### config.mk
export PLATFORM = sky130hd
export DESIGN_NAME = adc_repeat_sweep_control
export DESIGN_NICKNAME = d
export VERILOG_FILES = /design/src/adc_sweep_pkg.sv /design/src/adc_repeat_sweep_control.sv /design/src/result_store.sv
export SDC_FILE = /design/constraint.sdc
export NUM_CORES = 1
export LEC_CHECK = 0
export ABC_CLOCK_PERIOD_IN_PS = 2200
export BUFFER_PORTS_ARGS = -buffer_cell sky130_fd_sc_hd__buf_2
export CAP_MARGIN = 0
export CORE_UTILIZATION = 51
export CTS_CLUSTER_DIAMETER = 40
export DETAILED_ROUTE_END_ITERATION = 8
export GPL_ROUTABILITY_DRIVEN = 0
export PLACE_DENSITY = 0.73
export SETUP_SLACK_MARGIN = 0.05
export SYNTH_ARGS = -nofsm -noshare
export SYNTH_HDL_FRONTEND = slang
export SYNTH_SLANG_ARGS = --single-unit
### constraint.sdc
create_clock -name clk -period 2.2 [get_ports clk]
set_clock_uncertainty 0.05 [all_clocks]
set_input_delay 0.11 -clock clk [delete_from_list [all_inputs] [get_ports clk]]
set_output_delay 0.11 -clock clk [all_outputs]
set_load 0.02 [all_outputs]
### src/adc_sweep_pkg.sv
// constants, types and register layout for the repeat sweep controller
// Notes on behaviour
// mode field value 11 selects a repeat sweep, variant 0 or 1
// software clears the extra mode bit for variant 0
// software sets the extra mode bit for priority variant 1
// variant 0 converts selected inputs in turn and wraps endlessly
// variant 0 sweep select picks inputs 0-1, 0-3, 0-5 or 0-7
// variant 1 sweep select picks priority inputs 0, 0-1, 0-2 or 0-3
// variant 1 converts all eight inputs, a priority input between each
// trigger select 0 is software start, 1 is external pin
// software start begins the sweep when start flag written 1
// external start begins only on pin falling edge after flag set
// sweep stops only when software writes 0 to start flag
// start flag 0 means disabled, 1 means started
// each result goes into the result register of its input number
// single channel select field has no effect in repeat sweep
// resolution bit 0 selects 8-bit, 1 selects 10-bit
// software must not rewrite mode control during conversion
// software waits 1 us after connecting reference before starting
// alternate port groups sweep exactly like primary inputs
// software connects reference before, never with, start flag
// results sit in bits 0-9 for 10-bit, bits 0-7 for 8-bit
// no conversion-complete interrupt in either repeat variant
// clearing start abandons conversion, completed results stay
package adc_sweep_pkg;

  // ----------------------------------------------------------------
  // register map: indices, byte address is four times the index
  // ----------------------------------------------------------------
  localparam int          ADDR_W        = 12;
  localparam int          IDX_SWEEP_CFG = 32'h0000_03D7;
  localparam int          IDX_MODE_CTL  = 32'h0000_03D6;
  localparam int          IDX_AUX_CFG   = 32'h0000_03D4;
  localparam int          IDX_RESULT0   = 32'h0000_03C0;
  localparam logic [11:0] ADDR_SWEEP_CFG = 12'(IDX_SWEEP_CFG * 4);
  localparam logic [11:0] ADDR_MODE_CTL  = 12'(IDX_MODE_CTL * 4);
  localparam logic [11:0] ADDR_AUX_CFG   = 12'(IDX_AUX_CFG * 4);
  localparam logic [11:0] ADDR_RESULT0   = 12'(IDX_RESULT0 * 4);

  // ----------------------------------------------------------------
  // reset values and field positions
  // ----------------------------------------------------------------
  localparam logic [7:0] MODE_CTL_RST  = 8'h00;
  localparam logic [7:0] SWEEP_CFG_RST = 8'h00;
  localparam logic [4:0] AUX_CFG_RST   = 5'h00;
  localparam int MC_MODE_LSB = 3;
  localparam int MC_TRIG     = 5;
  localparam int MC_START    = 6;
  localparam int SC_SEL_LSB  = 0;
  localparam int SC_EXT      = 2;
  localparam int SC_WIDE     = 3;
  localparam int SC_VREF     = 5;
  localparam int AUX_GRP_LSB = 1;
  localparam int AUX_W       = 5;

  // ----------------------------------------------------------------
  // encodings and sizes
  // ----------------------------------------------------------------
  localparam logic [1:0] MODE_REPEAT = 2'h3;
  localparam logic [1:0] RESP_OKAY   = 2'h0;
  localparam logic [1:0] RESP_SLVERR = 2'h2;
  localparam int         NUM_INPUTS  = 8;
  localparam int         CH_W        = 3;
  localparam logic [2:0] LAST_INPUT  = 3'h7;
  localparam int         RESULT_W    = 10;
  localparam int         NARROW_W    = 8;

  typedef enum logic [2:0] {SEL_MODE, SEL_SWEEP, SEL_AUX, SEL_RES, SEL_NONE} reg_sel_t;
  typedef enum logic [1:0] {ST_IDLE, ST_ARMED, ST_ISSUE, ST_WAIT} seq_state_t;

  // request bundle to the analogue front end
  typedef struct packed {
    logic            start;
    logic            abort;
    logic            wide;
    logic [1:0]      group;
    logic [CH_W-1:0] chan;
  } conv_ctl_t;

endpackage : adc_sweep_pkg

### src/adc_repeat_sweep_control.sv
// repeat sweep sequencer with axi4-lite register slave and result store
`timescale 1ns/1ps
module adc_repeat_sweep_control
  import adc_sweep_pkg::*;
(
  // clock, reset, enable
  input  wire logic                clk,
  input  wire logic                rst_b,
  input  wire logic                ce,
  // axi4-lite write channels
  input  wire logic [ADDR_W-1:0]   awaddr,
  input  wire logic                awvalid,
  output logic                     awready,
  input  wire logic [31:0]         wdata,
  input  wire logic [3:0]          wstrb,
  input  wire logic                wvalid,
  output logic                     wready,
  output logic [1:0]               bresp,
  output logic                     bvalid,
  input  wire logic                bready,
  // axi4-lite read channels
  input  wire logic [ADDR_W-1:0]   araddr,
  input  wire logic                arvalid,
  output logic                     arready,
  output logic [31:0]              rdata,
  output logic [1:0]               rresp,
  output logic                     rvalid,
  input  wire logic                rready,
  // external trigger pin, falling edge starts
  input  wire logic                extTrigger_b,
  // analogue front end
  output conv_ctl_t                convCtl,
  output logic                     refConnect,
  input  wire logic                convDone,
  input  wire logic [RESULT_W-1:0] convData
);

  // ------------------------------------------------------------------
  // decoding helpers
  // ------------------------------------------------------------------
  function automatic reg_sel_t decodeReg(input logic [ADDR_W-1:0] a);
    if (a == ADDR_MODE_CTL) return SEL_MODE;
    if (a == ADDR_SWEEP_CFG) return SEL_SWEEP;
    if (a == ADDR_AUX_CFG) return SEL_AUX;
    if (a[ADDR_W-1:5] == ADDR_RESULT0[ADDR_W-1:5] && a[1:0] == 2'h0) return SEL_RES;
    return SEL_NONE;
  endfunction : decodeReg

  // highest input of the plain sweep, or highest priority input
  function automatic logic [CH_W-1:0] chanLimit(input logic [1:0] sel, input logic prio);
    return prio ? {1'b0, sel} : {sel, 1'b1};
  endfunction : chanLimit

  // ------------------------------------------------------------------
  // register fields
  // ------------------------------------------------------------------
  logic [7:0]       modeCtl_reg;
  logic [7:0]       sweepCfg_reg;
  logic [AUX_W-1:0] auxCfg_reg;
  logic             startFlag;
  logic             repeatOn;
  logic             running;
  logic             variant1;
  logic             trigExt;
  logic             wideRes;
  logic [1:0]       sweepSel;
  logic [CH_W-1:0]  sweepLast;
  logic [CH_W-1:0]  prioLast;

  // channel select bits of the mode register are stored and read back but never used by the sequencer
  assign startFlag = modeCtl_reg[MC_START];
  assign repeatOn  = modeCtl_reg[MC_MODE_LSB +: 2] == MODE_REPEAT;
  assign running   = startFlag && repeatOn;
  assign variant1  = sweepCfg_reg[SC_EXT];
  assign trigExt   = modeCtl_reg[MC_TRIG];
  assign wideRes   = sweepCfg_reg[SC_WIDE];
  assign sweepSel  = sweepCfg_reg[SC_SEL_LSB +: 2];
  assign sweepLast = chanLimit(sweepSel, 1'b0);
  assign prioLast  = chanLimit(sweepSel, 1'b1);

  // ------------------------------------------------------------------
  // axi write channels
  // ------------------------------------------------------------------
  logic              awHeld;
  logic              wHeld;
  logic              wLane0_reg;
  logic [ADDR_W-1:0] awAddr_reg;
  logic [31:0]       wData_reg;
  logic              doWrite;
  reg_sel_t          wrSel;

  // address and data may arrive in either order; write once both held
  assign doWrite = awHeld && wHeld && !bvalid;
  assign wrSel   = decodeReg(awAddr_reg);

  // handshakes and the write response
  always_ff @(posedge clk or negedge rst_b) begin
    if (!rst_b) begin
      awready    <= 1'b1;
      wready     <= 1'b1;
      awHeld     <= 1'b0;
      wHeld      <= 1'b0;
      awAddr_reg <= '0;
      wData_reg  <= '0;
      wLane0_reg <= 1'b0;
      bvalid     <= 1'b0;
      bresp      <= RESP_OKAY;
    end else if (ce) begin
      if (awvalid && awready) begin
        awAddr_reg <= awaddr;
        awHeld     <= 1'b1;
        awready    <= 1'b0;
      end
      if (wvalid && wready) begin
        wData_reg  <= wdata;
        wLane0_reg <= wstrb[0];
        wHeld      <= 1'b1;
        wready     <= 1'b0;
      end
      if (doWrite) begin
        bvalid <= 1'b1;
        bresp  <= (wrSel == SEL_NONE) ? RESP_SLVERR : RESP_OKAY;
        awHeld <= 1'b0;
        wHeld  <= 1'b0;
      end
      // ready drops until the response is taken: one write at a time
      if (bvalid && bready) begin
        bvalid  <= 1'b0;
        awready <= 1'b1;
        wready  <= 1'b1;
      end
    end
  end

  // software registers; result slots ignore writes, lane 0 only
  always_ff @(posedge clk or negedge rst_b) begin
    if (!rst_b) begin
      modeCtl_reg  <= MODE_CTL_RST;
      sweepCfg_reg <= SWEEP_CFG_RST;
      auxCfg_reg   <= AUX_CFG_RST;
    end else if (ce && doWrite && wLane0_reg) begin
      case (wrSel)
        SEL_MODE:  modeCtl_reg  <= wData_reg[7:0];
        SEL_SWEEP: sweepCfg_reg <= wData_reg[7:0];
        SEL_AUX:   auxCfg_reg   <= wData_reg[AUX_W-1:0];
        default:   ;
      endcase
    end
  end

  // ------------------------------------------------------------------
  // axi read channels
  // ------------------------------------------------------------------
  logic              rdStep1;
  logic              rdStep2;
  logic [ADDR_W-1:0] arAddr_reg;
  logic [31:0]       readMux;
  logic [RESULT_W-1:0] memQ;
  logic [CH_W-1:0]   curCh;

  // read mux; aux upper bits show the input now being converted
  always_comb begin
    case (decodeReg(arAddr_reg))
      SEL_MODE:  readMux = 32'(modeCtl_reg);
      SEL_SWEEP: readMux = 32'(sweepCfg_reg);
      SEL_AUX:   readMux = 32'({curCh, auxCfg_reg});
      SEL_RES:   readMux = 32'(memQ);
      default:   readMux = '0;
    endcase
  end

  // two steps after the address: memory read, then data register
  always_ff @(posedge clk or negedge rst_b) begin
    if (!rst_b) begin
      arready    <= 1'b1;
      arAddr_reg <= '0;
      rdStep1    <= 1'b0;
      rdStep2    <= 1'b0;
      rvalid     <= 1'b0;
      rdata      <= '0;
      rresp      <= RESP_OKAY;
    end else if (ce) begin
      rdStep1 <= arvalid && arready;
      rdStep2 <= rdStep1;
      if (arvalid && arready) begin
        arAddr_reg <= araddr;
        arready    <= 1'b0;
      end
      if (rdStep2) begin
        rvalid <= 1'b1;
        rdata  <= readMux;
        rresp  <= (decodeReg(arAddr_reg) == SEL_NONE) ? RESP_SLVERR : RESP_OKAY;
      end
      if (rvalid && rready) begin
        rvalid  <= 1'b0;
        arready <= 1'b1;
      end
    end
  end

  // ------------------------------------------------------------------
  // external trigger: synchroniser and falling edge
  // ------------------------------------------------------------------
  logic trigMeta;
  logic trigSync;
  logic trigPrev;
  logic trigFall;

  // pin is asynchronous; edge is taken after the second stage only
  always_ff @(posedge clk or negedge rst_b) begin
    if (!rst_b) begin
      trigMeta <= 1'b1;
      trigSync <= 1'b1;
      trigPrev <= 1'b1;
    end else if (ce) begin
      trigMeta <= extTrigger_b;
      trigSync <= trigMeta;
      trigPrev <= trigSync;
    end
  end

  assign trigFall = trigPrev && !trigSync;

  // ------------------------------------------------------------------
  // sweep sequencer
  // ------------------------------------------------------------------
  seq_state_t      state;
  seq_state_t      stateNext;
  logic            prioPhase;
  logic            prioPhaseNext;
  logic [CH_W-1:0] curChNext;
  logic [CH_W-1:0] prioIdx;
  logic [CH_W-1:0] prioIdxNext;
  logic [CH_W-1:0] normIdx;
  logic [CH_W-1:0] normIdxNext;

  // next state and next input of the sweep
  always_comb begin
    stateNext     = state;
    curChNext     = curCh;
    prioPhaseNext = prioPhase;
    prioIdxNext   = prioIdx;
    normIdxNext   = normIdx;
    case (state)
      ST_IDLE: begin
        if (running) begin
          curChNext     = '0;
          prioPhaseNext = 1'b1;
          prioIdxNext   = '0;
          normIdxNext   = prioLast + 3'h1;
          stateNext     = trigExt ? ST_ARMED : ST_ISSUE;
        end
      end
      ST_ARMED: begin
        // edges before the flag was set were never looked at
        if (!running) begin
          stateNext = ST_IDLE;
        end else if (trigFall) begin
          stateNext = ST_ISSUE;
        end
      end
      ST_ISSUE: stateNext = running ? ST_WAIT : ST_IDLE;
      ST_WAIT: begin
        if (!running) begin
          stateNext = ST_IDLE;
        end else if (convDone) begin
          stateNext = ST_ISSUE;
          if (!variant1) begin
            curChNext = (curCh == sweepLast) ? '0 : curCh + 3'h1;
          end else if (prioPhase) begin
            curChNext     = normIdx;
            prioPhaseNext = 1'b0;
            normIdxNext   = (normIdx == LAST_INPUT) ? prioLast + 3'h1 : normIdx + 3'h1;
          end else begin
            prioIdxNext   = (prioIdx == prioLast) ? '0 : prioIdx + 3'h1;
            curChNext     = prioIdxNext;
            prioPhaseNext = 1'b1;
          end
        end
      end
      default: stateNext = ST_IDLE;
    endcase
  end

  // sequencer state
  always_ff @(posedge clk or negedge rst_b) begin
    if (!rst_b) begin
      state     <= ST_IDLE;
      curCh     <= '0;
      prioPhase <= 1'b0;
      prioIdx   <= '0;
      normIdx   <= '0;
    end else if (ce) begin
      state     <= stateNext;
      curCh     <= curChNext;
      prioPhase <= prioPhaseNext;
      prioIdx   <= prioIdxNext;
      normIdx   <= normIdxNext;
    end
  end

  // front end requests; group select passes through untouched
  always_ff @(posedge clk or negedge rst_b) begin
    if (!rst_b) begin
      convCtl    <= '0;
      refConnect <= 1'b0;
    end else if (ce) begin
      convCtl.start <= (stateNext == ST_ISSUE);
      convCtl.abort <= (state == ST_WAIT || state == ST_ISSUE) && stateNext == ST_IDLE;
      convCtl.wide  <= wideRes;
      convCtl.group <= auxCfg_reg[AUX_GRP_LSB +: 2];
      convCtl.chan  <= curChNext;
      refConnect    <= sweepCfg_reg[SC_VREF];
    end
  end

  // ------------------------------------------------------------------
  // result store
  // ------------------------------------------------------------------
  logic                memWe;
  logic [RESULT_W-1:0] memWdata;

  // completion only updates the slot; nothing is signalled to software
  assign memWe    = state == ST_WAIT && running && convDone;
  assign memWdata = wideRes ? convData : RESULT_W'(convData[NARROW_W-1:0]);

  result_store #(.W(RESULT_W), .D(NUM_INPUTS), .A(CH_W)) resultMem (
    .clk(clk), .rst_b(rst_b), .ce(ce), .we(memWe), .wrAddr(curCh), .wrData(memWdata),
    .rdAddr(arAddr_reg[CH_W+1:2]), .rdData(memQ)
  );
endmodule : adc_repeat_sweep_control

### src/result_store.sv
// small result memory, one word per analogue input, registered read
`timescale 1ns/1ps
module result_store #(
  parameter int W = 10,
  parameter int D = 8,
  parameter int A = 3
) (
  // clock and enable
  input  wire logic         clk,
  input  wire logic         rst_b,
  input  wire logic         ce,
  // write port
  input  wire logic         we,
  input  wire logic [A-1:0] wrAddr,
  input  wire logic [W-1:0] wrData,
  // read port
  input  wire logic [A-1:0] rdAddr,
  output logic      [W-1:0] rdData
);

  logic [W-1:0] mem [D];

  // array has no reset, so unwritten slots read as whatever was there
  always_ff @(posedge clk) begin
    if (ce && we) begin
      mem[wrAddr] <= wrData;
    end
  end

  // read data always leaves through a register
  always_ff @(posedge clk or negedge rst_b) begin
    if (!rst_b) begin
      rdData <= '0;
    end else if (ce) begin
      rdData <= mem[rdAddr];
    end
  end

endmodule : result_store

# [Word level (Yosys, flattened, before mapping)]
# Memory sizes are Yosys's and may differ from the RTL's. A register that Yosys moved wholly into a read port is not among the register bits.
# Cells that the tools add are included.
[word_totals] ff_bits=120 latchBits=0 ram_bits=80 romBits=0 input_bits=80 wordCells=230 mem_count=1
[memory_table] memory="resultMem.mem" words=8 word_bits=10 read_ports=1 rd_clocked_by_memory_dff=1 wr=1 line="result_store.sv:21" rtl="logic [W-1:0] mem [D];"
[classes] addsub=4 n_mul=0 div_mod_pow=0 order_cmp=0 eq_ne=29 n_shift=0 mux=110 bitwise=0 n_reduce_logical=54
[ops] op="two-way mux 3 bit" count=39
[ops] op="== test 12 bit, second input constant" count=6
[ops] op="two-way mux 1 bit" count=55
[ops] op="one-hot mux 10 bit (4 select lines)" count=1
[ops] op="AND reduction 2 bit" count=15
[ops] op="two-way mux 2 bit" count=9
[ops] op="one-hot mux 3 bit (2 select lines)" count=3
[ops] op="logical AND 1 bit" count=17
[ops] op="nonzero test 2 bit" count=8
[ops] op="== test 7 bit, second input constant" count=2
[ops] op="AND reduction 7 bit" count=2
[ops] op="!= test 2 bit, second input constant" count=6
[ops] op="two-way mux 10 bit" count=1
[ops] op="adder 3 x 1 -> 3 bit, second input constant" count=3
[ops] op="== test 3 x 2 -> 1 bit, second input constant" count=3
[ops] op="== test 3 bit, second input constant" count=3
[ops] op="== test 2 bit, second input constant" count=4
[ops] op="zero test 2 bit" count=4
[ops] op="one-hot mux 2 bit (4 select lines)" count=1
[ops] op="== test 3 x 1 -> 1 bit, second input constant" count=2
[ops] op="zero test 3 bit" count=2
[ops] op="AND reduction 6 bit" count=1
[ops] op="AND reduction 5 bit" count=1
[ops] op="adder 2 x 1 -> 3 bit, second input constant" count=1
[ops] op="other kinds (6)" count=8

# [Depth between registers and ports, before layout]
[logic_depth] depth_word=24 ltp_mapped=6 depth_no_buf=6

# [Hierarchy]
# Synthesis repeated with hierarchy kept, for this count alone.
[hier_totals] hier_cells=599 area_unflattened_um2=8224.1
[by_module_without_submodules] module="adc_repeat_sweep_control" instances=1 cells_per_inst=391 area_per_inst_um2=4643.2 seq_area_each_um2=2409.8
[by_module_without_submodules] module="result_store" instances=1 cells_per_inst=208 area_per_inst_um2=3580.9 seq_area_each_um2=2652.5

# [Least setup slack after synthesis]
# OpenSTA, ideal clock, no wires.
[synth_path] path_kind="reg2reg" startpoint="register state[0]" endpoint="memory resultMem.mem[1][0] (enable)" setup_ns=0.390 t_arrival_ns=1.835 required_ns=1.760 slack_ns=-0.075 stages_incl_launch_ff=6 cell_sequence="dfrtp_1 clkbuf_1 and3_1 clkbuf_1 nand3_1 nor3_1"
[synth_between] elab_chain_cells=6
[synth_lines] element="from (decl)" line="adc_repeat_sweep_control.sv:227" rtl="seq_state_t state;"
[synth_lines] element="from (signal assigned)" line="adc_repeat_sweep_control.sv:294" rtl="state <= stateNext;"
[synth_lines] element="== test 2 bit" line="adc_repeat_sweep_control.sv:324" rtl="assign memWe = state == ST_WAIT && running && convDone;"
[synth_lines] element="logical AND 1 bit (2 in series)" line="adc_repeat_sweep_control.sv:324"
[synth_lines] element="logical AND 1 bit" line="result_store.sv:25" rtl="if (ce && we) begin"
[synth_lines] element="two-way mux 1 bit" line="result_store.sv:25"
[synth_lines] element="two-way mux 1 bit (implied by the code)" line="result_store.sv:26" rtl="mem[wrAddr] <= wrData;"
[synth_lines] element="to (decl)" line="result_store.sv:21"
# No other way between the ends.

# [Worst setup path in the final report]
[layout_path] startpoint="register awAddr_reg[5]" endpoint="register auxCfg_reg[3]"
[layout_between] elab_chain_cells=12
[layout_lines] element="from (decl)" line="adc_repeat_sweep_control.sv:87" rtl="logic [ADDR_W-1:0] awAddr_reg;"
[layout_lines] element="from (signal assigned)" line="adc_repeat_sweep_control.sv:110" rtl="awAddr_reg <= awaddr;"
[layout_lines] element="== test 7 bit" line="adc_repeat_sweep_control.sv:45" rtl="if (a[ADDR_W-1:5] == ADDR_RESULT0[ADDR_W-1:5] && a[1:0] == 2'h0) return SEL_RES;"
[layout_lines] element="logical AND 1 bit" line="adc_repeat_sweep_control.sv:45"
[layout_lines] element="two-way mux 1 bit (2 in series)" line="adc_repeat_sweep_control.sv:45"
[layout_lines] element="two-way mux 1 bit" line="adc_repeat_sweep_control.sv:44" rtl="if (a == ADDR_AUX_CFG) return SEL_AUX;"
[layout_lines] element="two-way mux 1 bit" line="adc_repeat_sweep_control.sv:43" rtl="if (a == ADDR_SWEEP_CFG) return SEL_SWEEP;"
[layout_lines] element="two-way mux 3 bit" line="adc_repeat_sweep_control.sv:46" rtl="return SEL_NONE;"
[layout_lines] element="two-way mux 3 bit" line="adc_repeat_sweep_control.sv:45"
[layout_lines] element="two-way mux 3 bit" line="adc_repeat_sweep_control.sv:44"
[layout_lines] element="two-way mux 3 bit *" line="adc_repeat_sweep_control.sv:43"
[layout_lines] element="== test 3 x 2 -> 1 bit *" line="adc_repeat_sweep_control.sv:142" rtl="case (wrSel)"
[layout_lines] element="AND reduction 2 bit (no line) *"
[layout_lines] element="to (signal assigned)" line="adc_repeat_sweep_control.sv:145" rtl="SEL_AUX: auxCfg_reg <= wData_reg[AUX_W-1:0];"
[layout_lines] element="to (decl)" line="adc_repeat_sweep_control.sv:59" rtl="logic [AUX_W-1:0] auxCfg_reg;"
# Every way passes the cells marked *; elsewhere a longest branch is shown, timed or not. The select of a mux whose other input is x is not followed.
# A chain may end at the register's enable or synchronous reset.

==> results_dict.tcl <==
set metrics [dict create \
    pwr-share-seq_pct 47.4 \
    cts.repair.resized 0 \
    diodes 0 \
    synth_edf_count 80 \
    hold_class "input pin to flop" \
    first_global_vias 4978 \
    grt_pass1_wl_mm 26.21 \
    clk_pin_slew_ps 70 \
    slew_headroom_pct 57.61 \
    yosysUniqueCellTypes 56 \
    first_pass_iters 4 \
    antenna_found_initial 0 \
    pre_cts_slack_ps -23.36 \
    area_growth_pct 22.00 \
    r2r_slack_ps 130 \
    grt_max_degree 49 \
    cts_sinks 186 \
    die-area_um2 15980 \
    htreeDepth 4 \
    cts_buffers 17 \
    swShare_pct 27.99 \
    hold_violations 0 \
    whs_ps 47.68 \
    async_flop_share_pct 56.99 \
    internal-power_mw 6.871 \
    maxSlewViolCount 0 \
    io_buffers 78 \
    ys_warn_count 0 \
    cp.arrival_ps 2330 \
    worstSetupPathType "flop to flop" \
    grt_setup_unrepaired "no" \
    ys.flop_type "dfrtp_1" \
    largest_register_ffs 80 \
    p_leak_nw 4.105 \
    clkLatencyLatePin_ps 430 \
    core-area_um2 15150 \
    dieHeight_um 126.4 \
    synth_top_cell_by_area "dfrtp_1" \
    cts_root_buf "clkbuf_16" \
    irDropWorstVdd_mv 1.066 \
    syn_inst 530 \
    fin_nets 757 \
    synth_top_area_share_pct 31.70 \
    grt-ovfl-total 0 \
    cts_tree "done" \
    power_density_nw_per_um2 990.6 \
    crit_path_end_kind "flop" \
    drt_wl_total_mm 16.17 \
    post-dp-hpwl_mm 10.48 \
    cp.required_ps 2460 \
    setup_viol 0 \
    drc 0 \
    fin_crit_ps 2069 \
    num_vias 4926 \
    syn_avg_cell_area_um2 14.90 \
    fmax_ghz 0.4833 \
    start_kind "flop" \
    critPathMaxFanout 5 \
    die_w_um 126.4 \
    fin_ws_ps 130.8 \
    wl_per_cell_um 18.52 \
    max-clock-path-buffers 2 \
    tightestPinTransition_ps 634.0 \
    yosys-top-cells-area "dfrtp_1 32%, edfxtp_1 30%, mux2_2 9.0%" \
    cap_violations 0 \
    dr.first_iter.drc_count 290 \
    power.switching_mw 2.671 \
    drive_gt1_share_pct 33.87 \
    drt-vias-per-instance 5.643 \
    ys_seq_elements 186 \
    combPwrFrac_pct 20.4 \
    yosysSeqAreaShare_pct 64.12 \
    synth_area_um2 7895 \
    fin_crit_sh_pct 94.06 \
    rows 45 \
    drtAntennaViolNets 0 \
    design.portCount 130 \
    grt_util_all_layers_pct 21.81 \
    outcome "complete, no violations" \
    clkPwrFrac_pct 32.1 \
    start_util_pct 52.13 \
]
-- cell families after synthesis --
logic type / synth area share, %
compound gates: 7.845
xor+xnor: 0.5548
fa+ha+maj: 0.7924
buf+inv: 4.406
flops: 64.12
mux: 16.21
other cells: 0.04750
simple gates: 6.022
-- cell type report --
type	count	area, µm²
Tap cell	188	235.2
Sequential cell	186	5062
Clock buffer	21	503.0
Inverter	17	63.81
Clock inverter	11	107.6
Fill cell	1062	5514
Multi-Input combinational cell	300	2581
Timing Repair Buffer	150	1079
-- per-layer routing --
metal	part of all wire [%]	wire length, µm	GRT usage (%)	vias up
met3	4.2	683	5.525	21
met5	0	0	0	-
li1	-	-	-	2246
met2	51	8199	36.59	150
met1	44	7039	27.85	2509
met4	1.5	245	7.158	0
-- critical path, cell delays in order (launching register included) --
cell     delay, ps
dfrtp_1        370
or4_4          560
nor4_4         230
nor3b_4        370
mux2_2         380
-- through the flow --
stage               setup TNS (ps)  std cells  cell area (µm²)  power, mW  utilization, %
floorplan                        0        553             7991      5.862               -
global placement                 0        792             8533      6.376           56.34
detailed placement          -92.22        792             8533      6.432           56.34
CTS                              0        872             9624      9.604           63.54
global route                     0        873             9632      9.998           63.59
finish                           0        873             9632      9.541           63.59
-- final timing paths --
path	startpoint	end	cells past startpoint
max reg2reg	awAddr_reg[5]	auxCfg_reg[3]	4
min in group asynchronous	rst_b	convCtl[7]	2
max in group asynchronous	rst_b	arready	3
min reg2reg	arAddr_reg[8]	arAddr_reg[8]	1
max	awAddr_reg[5]	auxCfg_reg[3]	4
min	ce	state[1]	2
-- power by group through the flow --
stage	clock network (mW)	logic, mW	registers, mW
3_3_place_gp	0	1.81	4.56
5_1_grt	3.28	2.12	4.60
4_1_cts	3.13	1.95	4.52
2_1_floorplan	0	1.39	4.47
3_5_place_dp	0	1.85	4.58
6_report	3.07	1.95	4.53
-- what timing repair did --
action                     in CTS  in global routing
setup endpoints to repair      13                 13
hold endpoints to repair      145                  0
pin swaps                       1                  0
buffers inserted                0                  1
hold buffers                   48                  0
-- placed cells by master, fill, tap and decap left out, drive strengths merged, types with 3 or more instances in the layout --
cell           n
clkbuf        21
inv           19
and3           3
a21oi         15
nand2         17
a31oi          3
ha             5
a21o           8
o22ai          9
xnor2          3
mux2          63
and2           3
nand3         10
o21ai         12
clkinvlp       3
nor2          22
clkinv         5
nand4b         4
edfxtp        80
nand2b         6
dfrtp        100
dlygate4sd3   48
a22o          12
buf          102
mux4          20
nor3           3
dfstp          6
a221o          3
a22oi          8
conb          24
a32o           4
mux2i         12
nor4           5
-- synth_stat cells (all sizes together), types with 4 or more instances --
| cell | number |
|---|---|
| nand3 | 10 |
| o21ai | 12 |
| nand2 | 17 |
| dfrtp | 100 |
| clkbuf | 20 |
| dfstp | 6 |
| a21o | 8 |
| mux2 | 63 |
| a22oi | 8 |
| mux2i | 12 |
| nand4b | 4 |
| o22ai | 9 |
| nand2b | 6 |
| nor4 | 5 |
| nor2 | 22 |
| buf | 30 |
| edfxtp | 80 |
| inv | 17 |
| ha | 5 |
| a32o | 4 |
| a21oi | 15 |
| mux4 | 20 |
| a22o | 12 |
(Power assumes the default switching activity.)
